### src/include/pulc_cfg.svh
`ifndef PULC_CFG_SVH
`define PULC_CFG_SVH
`define PULC_CLK_MHZ 250
`define PULC_ADDR_W 6
`define PULC_DATA_W 30
`define PULC_OFS_UNLOCK_KEY 6'h24
`define PULC_OFS_GAIN_TRIM 6'h01
`define PULC_OFS_OFFSET_TRIM 6'h02
`define PULC_OFS_LOCK_CTRL 6'h03
`define PULC_OFS_STATUS 6'h04
`define PULC_LOCK_BIT 0
`define PULC_RELEASE_US 64
`define PULC_SETTLE_US 16
`define PULC_UNLOCK_WINDOW_MS 8
`define PULC_RELEASE_CYC (`PULC_RELEASE_US * `PULC_CLK_MHZ)
`define PULC_SETTLE_CYC (`PULC_SETTLE_US * `PULC_CLK_MHZ)
`define PULC_UNLOCK_CYC (`PULC_UNLOCK_WINDOW_MS * 1000 * `PULC_CLK_MHZ)
`define PULC_GAIN_RST 24'h000000
`define PULC_OFFSET_RST 24'h000000
`endif

### src/include/pulc_pkg.sv
package pulc_pkg;
  typedef enum logic [1:0] {
    PULC_ST_RESET = 2'b00,
    PULC_ST_COUNT = 2'b01,
    PULC_ST_SETTLE = 2'b10,
    PULC_ST_RUN = 2'b11
  } pulc_state_t;

  typedef struct packed {
    logic valid;
    logic is_read;
    logic [5:0] addr;
    logic [29:0] data;
  } pulc_cmd_t;

  typedef struct packed {
    logic valid;
    logic [29:0] data;
  } pulc_rsp_t;
endpackage : pulc_pkg

### src/design/pulc_lock_ctrl.sv
`include "pulc_cfg.svh"
module pulc_lock_ctrl
  import pulc_pkg::*;
#(
  parameter int RELEASE_CYC = `PULC_RELEASE_CYC,
  parameter int SETTLE_CYC = `PULC_SETTLE_CYC,
  parameter int UNLOCK_CYC = `PULC_UNLOCK_CYC,
  parameter logic [29:0] UNLOCK_KEY = 30'h15A5A5A5 // arbitrary value
) (
  // clock and reset
  input wire logic clk,
  input wire logic reset_n,
  // supply comparators
  input wire logic supply_above_release,
  input wire logic supply_below_reassert,
  // decoded command frames
  input wire pulc_pkg::pulc_cmd_t cmd,
  output pulc_pkg::pulc_rsp_t rsp,
  // stored permanent lock bit, nonvolatile copy
  input wire logic nv_lock_bit,
  // outputs
  output logic core_reset_n,
  output logic out_enable,
  output logic access_open,
  output logic permanent_write_lock,
  output logic [23:0] gain_trim,
  output logic [23:0] offset_trim
);
  localparam int CW = $clog2(UNLOCK_CYC + 1);

  typedef struct packed {
    pulc_state_t state;
    logic [CW-1:0] cnt;
    logic [CW-1:0] win;
    logic win_open;
    logic unlocked;
    logic lock_active;
    logic lock_req;
    logic strap_done;
    logic rd_pend;
    logic [5:0] rd_addr;
    pulc_rsp_t rsp;
  } pulc_st_t;

  pulc_st_t st_ff;
  pulc_st_t nxt_st;
  logic [23:0] mem_rd;
  logic mem_wr;
  logic trim_hit;
  logic write_ok;
  logic read_ok;

  // powered-down means supply under the lower threshold
  wire power_fail = supply_below_reassert;

  assign trim_hit = (cmd.addr == `PULC_OFS_GAIN_TRIM) || (cmd.addr == `PULC_OFS_OFFSET_TRIM);
  assign write_ok = cmd.valid && !cmd.is_read && st_ff.unlocked && !st_ff.lock_active;
  assign read_ok = cmd.valid && cmd.is_read && st_ff.unlocked;
  assign mem_wr = write_ok && trim_hit;

  always_comb begin
    nxt_st = st_ff;
    nxt_st.rsp.valid = 1'b0;
    unique case (st_ff.state)
      PULC_ST_RESET: begin
        nxt_st.cnt = '0;
        if (supply_above_release && !power_fail) nxt_st.state = PULC_ST_COUNT;
      end
      PULC_ST_COUNT: begin
        if (!supply_above_release) begin
          nxt_st.state = PULC_ST_RESET;
        end else if (st_ff.cnt == CW'(RELEASE_CYC - 1)) begin
          nxt_st.state = PULC_ST_SETTLE;
          nxt_st.cnt = '0;
        end else begin
          nxt_st.cnt = st_ff.cnt + 1'b1;
        end
      end
      PULC_ST_SETTLE: begin
        if (st_ff.cnt == CW'(SETTLE_CYC - 1)) nxt_st.state = PULC_ST_RUN;
        else nxt_st.cnt = st_ff.cnt + 1'b1;
      end
      PULC_ST_RUN: ;
    endcase
    // unlock window runs from reset and from the end of a supply dip, not from core reset release
    if (st_ff.win_open) begin
      if (st_ff.win == CW'(UNLOCK_CYC - 1)) nxt_st.win_open = 1'b0;
      else nxt_st.win = st_ff.win + 1'b1;
    end
    if (cmd.valid && !cmd.is_read && cmd.addr == `PULC_OFS_UNLOCK_KEY) begin
      // wrong or late key simply leaves the lock as it is
      // stored lock not yet picked up on the first edge, so look at it directly
      if (st_ff.win_open && !st_ff.lock_active && !(nv_lock_bit && !st_ff.strap_done) &&
          cmd.data == UNLOCK_KEY) nxt_st.unlocked = 1'b1;
    end
    if (write_ok && cmd.addr == `PULC_OFS_LOCK_CTRL) begin
      // takes effect only after the next power cycle
      nxt_st.lock_req = cmd.data[`PULC_LOCK_BIT] | st_ff.lock_req;
    end
    if (read_ok) begin
      nxt_st.rd_pend = 1'b1;
      nxt_st.rd_addr = cmd.addr;
    end
    if (st_ff.rd_pend) begin
      nxt_st.rd_pend = 1'b0;
      nxt_st.rsp.valid = 1'b1;
      unique case (st_ff.rd_addr)
        `PULC_OFS_GAIN_TRIM, `PULC_OFS_OFFSET_TRIM: nxt_st.rsp.data = {6'h00, mem_rd};
        `PULC_OFS_LOCK_CTRL: nxt_st.rsp.data = {29'h0, st_ff.lock_req};
        `PULC_OFS_STATUS: nxt_st.rsp.data = {26'h0, st_ff.lock_active, st_ff.unlocked, st_ff.state};
        default: nxt_st.rsp.data = '0;
      endcase
    end
    // stored lock taken once on the first edge after reset, kept in state
    if (!st_ff.strap_done) begin
      nxt_st.strap_done = 1'b1;
      nxt_st.lock_active = st_ff.lock_active | nv_lock_bit;
      nxt_st.lock_req = st_ff.lock_req | nv_lock_bit;
    end
    // supply collapse restarts the sequencer, unlock window, unlock and pending read; lock request is kept and made active
    if (power_fail) begin
      nxt_st.state = PULC_ST_RESET;
      nxt_st.cnt = '0;
      nxt_st.win = '0;
      nxt_st.win_open = 1'b1;
      nxt_st.unlocked = 1'b0;
      nxt_st.rd_pend = 1'b0;
      nxt_st.lock_active = st_ff.lock_active | st_ff.lock_req | nv_lock_bit;
      nxt_st.lock_req = st_ff.lock_req | nv_lock_bit;
    end
  end

  always_ff @(posedge clk or negedge reset_n) begin
    if (!reset_n) begin
      st_ff <= '{state: PULC_ST_RESET, cnt: '0, win: '0, win_open: 1'b1, unlocked: 1'b0,
                 lock_active: 1'b0, lock_req: 1'b0, strap_done: 1'b0, rd_pend: 1'b0, rd_addr: '0,
                 rsp: '0};
    end else begin
      st_ff <= nxt_st;
    end
  end

  pulc_trim_mem #(
    .DW(24)
  ) u_trim (
    .clk(clk),
    .reset_n(reset_n),
    .wr_en(mem_wr),
    .wr_sel(cmd.addr == `PULC_OFS_OFFSET_TRIM),
    .wr_data(cmd.data[23:0]),
    .rd_sel(cmd.addr == `PULC_OFS_OFFSET_TRIM),
    .rd_data(mem_rd),
    .gain_trim(gain_trim),
    .offset_trim(offset_trim)
  );

  assign core_reset_n = (st_ff.state == PULC_ST_SETTLE) || (st_ff.state == PULC_ST_RUN);
  assign out_enable = (st_ff.state == PULC_ST_RUN);
  assign access_open = st_ff.unlocked && !st_ff.lock_active;
  assign permanent_write_lock = st_ff.lock_active;
  assign rsp = st_ff.rsp;
endmodule : pulc_lock_ctrl

### src/design/pulc_trim_mem.sv
`include "pulc_cfg.svh"
module pulc_trim_mem #(
  parameter int DW = 24
) (
  // clock and reset
  input wire logic clk,
  input wire logic reset_n,
  // write port
  input wire logic wr_en,
  input wire logic wr_sel,
  input wire logic [DW-1:0] wr_data,
  // read port, registered
  input wire logic rd_sel,
  output logic [DW-1:0] rd_data,
  // trim values to the analog path
  output logic [DW-1:0] gain_trim,
  output logic [DW-1:0] offset_trim
);
  typedef struct packed {
    logic [DW-1:0] gain;
    logic [DW-1:0] offset;
    logic [DW-1:0] rd;
  } pulc_mem_st_t;
  pulc_mem_st_t st_ff;
  pulc_mem_st_t nxt_st;

  always_comb begin
    nxt_st = st_ff;
    if (wr_en && !wr_sel) nxt_st.gain = wr_data;
    if (wr_en && wr_sel) nxt_st.offset = wr_data;
    nxt_st.rd = rd_sel ? st_ff.offset : st_ff.gain;
  end

  always_ff @(posedge clk or negedge reset_n) begin
    if (!reset_n) begin
      st_ff <= '{gain: DW'(`PULC_GAIN_RST), offset: DW'(`PULC_OFFSET_RST), rd: '0};
    end else begin
      st_ff <= nxt_st;
    end
  end

  assign rd_data = st_ff.rd;
  assign gain_trim = st_ff.gain;
  assign offset_trim = st_ff.offset;
endmodule : pulc_trim_mem

### config.mk
export PLATFORM = sky130hd
export DESIGN_NAME = pulc_lock_ctrl
export DESIGN_NICKNAME = d
export VERILOG_FILES = /design/src/include/pulc_pkg.sv /design/src/design/pulc_lock_ctrl.sv /design/src/design/pulc_trim_mem.sv
export VERILOG_INCLUDE_DIRS = /design/src /design/src/include
export SDC_FILE = /design/constraint.sdc
export NUM_CORES = 1
export LEC_CHECK = 0
export ABC_AREA = 0
export BUFFER_PORTS_ARGS = -buffer_cell sky130_fd_sc_hd__buf_2
export CAP_MARGIN = 20
export CELL_PAD_IN_SITES_DETAIL_PLACEMENT = 1
export CELL_PAD_IN_SITES_GLOBAL_PLACEMENT = 2
export CORE_MARGIN = 2
export CORE_UTILIZATION = 40
export DETAILED_ROUTE_END_ITERATION = 8
export PLACE_DENSITY_LB_ADDON = 0.1
export SLEW_MARGIN = 25
export SYNTH_ARGS = -nofsm -noshare
export SYNTH_HDL_FRONTEND = slang
export SYNTH_SLANG_ARGS = --single-unit
### constraint.sdc
create_clock -name clk -period 3.4 [get_ports clk]
set_clock_uncertainty 0.15 [all_clocks]
set_input_delay 0.51 -clock clk [delete_from_list [all_inputs] [get_ports clk]]
set_output_delay 0.51 -clock clk [all_outputs]
set_load 0.005 [all_outputs]
==> flow_summary.toml <==
[logic_synthesis]
synth_area_leader_cell = "dfrtp_1"
synth_area_per_cell_um2 = 11.4
ys_seq_elements = 153
ys_async_sr_fraction_pct = 100
synth_cells = 652
yosysSeqAreaShare_pct = 51.5
synth_area_leaders = "dfrtp_1, mux2_2, mux2_4"
ys_warn_count = 0
synthDominantCellAreaShare_pct = 51.2
netlist_area_mm2 = 0.00743
synth_ff_type = "dfrtp_1"
synth_edf_count = 0
synth_cell_types = 76

[die]
core_mm2 = 0.0181
ios = 126
die_h_um = 140
start_util_pct = 41.1
dieArea_mm2 = 0.0197
rows = 49
die_w_um = 140

[grt]
grt-busiest-layer = "met2"
grtUsageMet1_pct = 26.7
use_met2_pct = 33.8
grt_pass1_wl_um = 31100
grt_util_all_layers_pct = 20.1
grtUsageMet3_pct = 3.32
grt_max_degree = 79
grt.overflow.total = 0
antenna_found_initial = 0
grt_pass1_vias = 5681

[setup_path]
start_kind = "flip-flop"
slowest_stage = "a32o_1"
critPathBufInv = 0
crit_arrival_ps = 2930
cpPeakStageDelay_ps = 890
crit_family = "compound AO/OA/AOI/OAI gates"
crit_chain = "ha_1 > and4_4 > and3_1 > a32o_1 > a22oi_1 > o31ai_1"
cp-end-kind = "flip-flop"
critPathKind = "flip-flop to flip-flop"
worstPathMaxFanout = 25
cp.required_ps = 3580

[drt]
routed_wl_um = 19300
wl_per_cell_um = 19.5
drtPass1Iterations = 4
vias = 5376
vias_per_cell = 5.45
antenna_left = 0
drt-initial-drc-count = 287
drc = 0

[power]
power_density_mw_per_mm2 = 462
p_leak_nw = 4.28
vdd_ir_drop_max_uv = 378

[clock_network]
clock-sinks = 153
clk_latency_ps = 430
post_cts_buffers = 0
cts_hold_buf = 0
htree_num_levels = 4
cts_resized = 0
cts_tree = "done"
clock-root-buffer = "clkbuf_16"
cts.path.max_buffers = 2
clkSlewWorstSetupHoldPaths_ps = 70
cts-buffers-inserted = 17

[sta]
period_minus_slack_ps = 2760
holdWs_ps = -7.06
setup-violations-final = 0
finalCritPeriodShare_pct = 81.1
relSlewSlack_pct = 33.2
finalSetupTns_ps = 0
final_max_slew_viol_count = 0
rsz0062_at_grt = "no"
timing.fmax_mhz = 363
hold_viol_final = 2
worst_slew_pin_slew_ps = 1000

[flow_run]
timing.max_cap.violations = 0

[finish]
nNetsFinal = 793
area_delta_synth_final_pct = 15.8
num_antenna_cells = 0
fillCellCount = 1977
seq_area_mm2 = 0.00383
drive_gt1_share_pct = 34.7
multi_input_area_mm2 = 0.00305
design_area_mm2 = 0.00860
stdcell_count = 986

[place]
portBuffers = 119
dp.cells = 954
dp_hpwl_um = 13400
place_congestion = 0.778
placed_area_mm2 = 0.00800

[outcome]
status = "complete, but fails checks"
violations = "negative hold slack"

[worst_hold_path]
min_path_type = "input port to async pin"
## final cells by class
cell class | count | area share [%]
well taps | 229 | 3.33
clock buffers | 17 | 4.94
repair buffers | 128 | 7.92
flip-flops and latches | 153 | 44.5
clock inverters | 15 | 2.05
inverters | 40 | 1.74
multi-input cells | 404 | 35.5
## flip-flops by register name (all words and copies together) (netlist names)
signal / count
u_trim.offset_trim: 24
rsp: 25
permanent_write_lock: 1
u_trim.gain_trim: 24
u_trim.rd_data: 24
st_ff: 55
## worst paths after layout
check | startpoint | to | slack, ps | cells after the start
worst min register to register | u_trim.rd_data[10]$_DFF_PN0_ | rsp[10]$_DFFE_PN0P_ | 310 | 2
worst max register to register | st_ff[64]$_DFFE_PN0P_ | st_ff[75]$_DFFE_PN0P_ | 640 | 6
worst max-delay path | st_ff[64]$_DFFE_PN0P_ | st_ff[75]$_DFFE_PN0P_ | 640 | 6
min in group clk | cmd[7] | u_trim.gain_trim[7]$_DFFE_PN0P_ | 200 | 2
max in group asynchronous | reset_n | st_ff[42]$_DFF_PN1_ | 2300 | 2
worst min-delay path | reset_n | u_trim.gain_trim[12]$_DFFE_PN0P_ | -7 | 1
## per-stage QoR
| stage | power [mW] | utilization, % | setup slack (ps) |
|---|---|---|---|
| after floorplan | 1.97 | - | 1300 |
| after global placement | 2.06 | 44.2 | 741 |
| after detailed placement | 2.07 | 44.2 | 672 |
| after CTS | 4.03 | 47.6 | 646 |
| after global routing | 4.12 | 47.6 | 437 |
| final | 3.98 | 47.6 | 642 |
## synthesized netlist by cell type (all sizes together) (6+ instances only)
cell type	n
nor3	13
o21ai	43
and3	6
nand4	18
inv	40
dfrtp	152
nand3	24
clkbuf	7
and4	7
buf	53
xnor2	7
mux2	79
nor2	27
nor4b	9
or3	7
a21oi	22
a21o	7
nand2	37
ha	6
## power by group
part / total, mW / switching (mW) / internal [mW]
Clock: 1.95 / 0.838 / 1.11
Sequential: 1.84 / 0.00865 / 1.83
Combinational: 0.193 / 0.132 / 0.0607
Total: 3.98 / 0.978 / 3.00
## routing by layer
metal  up-vias  part of all wire (%)
met4         0                   1.5
met1      2777                    46
met2       100                    49
li1       2480                     -
met3        19                   3.5
met5         -                     0
## cell families (layout without fill, tap and decap cells)
logic type                 count (synthesis)  count (layout)  synth area share [%]
and+or+nand+nor                          181             181                  15.0
AOI/OAI and AO/OA                        117             117                  10.1
xor gates and xnor gates                  12              12                  1.41
adders and majority gates                  6               6                  1.01
DFF                                      153             153                  51.5
other                                      2               7                 0.101
buffers and inverters                    100             200                  7.66
muxes                                     81              81                  13.3
## layout by cell type, fill, tap and decap left out, types with 7 or more instances in the layout
master / synthesis / routed
a21o_1: 7 / 7
a21oi_1: 21 / 21
buf_2: 11 / 118
buf_4: 32 / 8
clkbuf_16: 0 / 17
conb_1: 2 / 7
dfrtp_1: 152 / 152
inv_1: 39 / 39
inv_6: 0 / 8
mux2_2: 59 / 59
mux2_4: 20 / 20
nand2_1: 36 / 36
nand3_1: 23 / 23
nand4_1: 17 / 17
nor2_1: 26 / 26
nor3_1: 11 / 10
o21ai_0: 42 / 42
or3_1: 7 / 7
xnor2_1: 7 / 7
No activity file was read; power rests on OpenSTA's default activity.
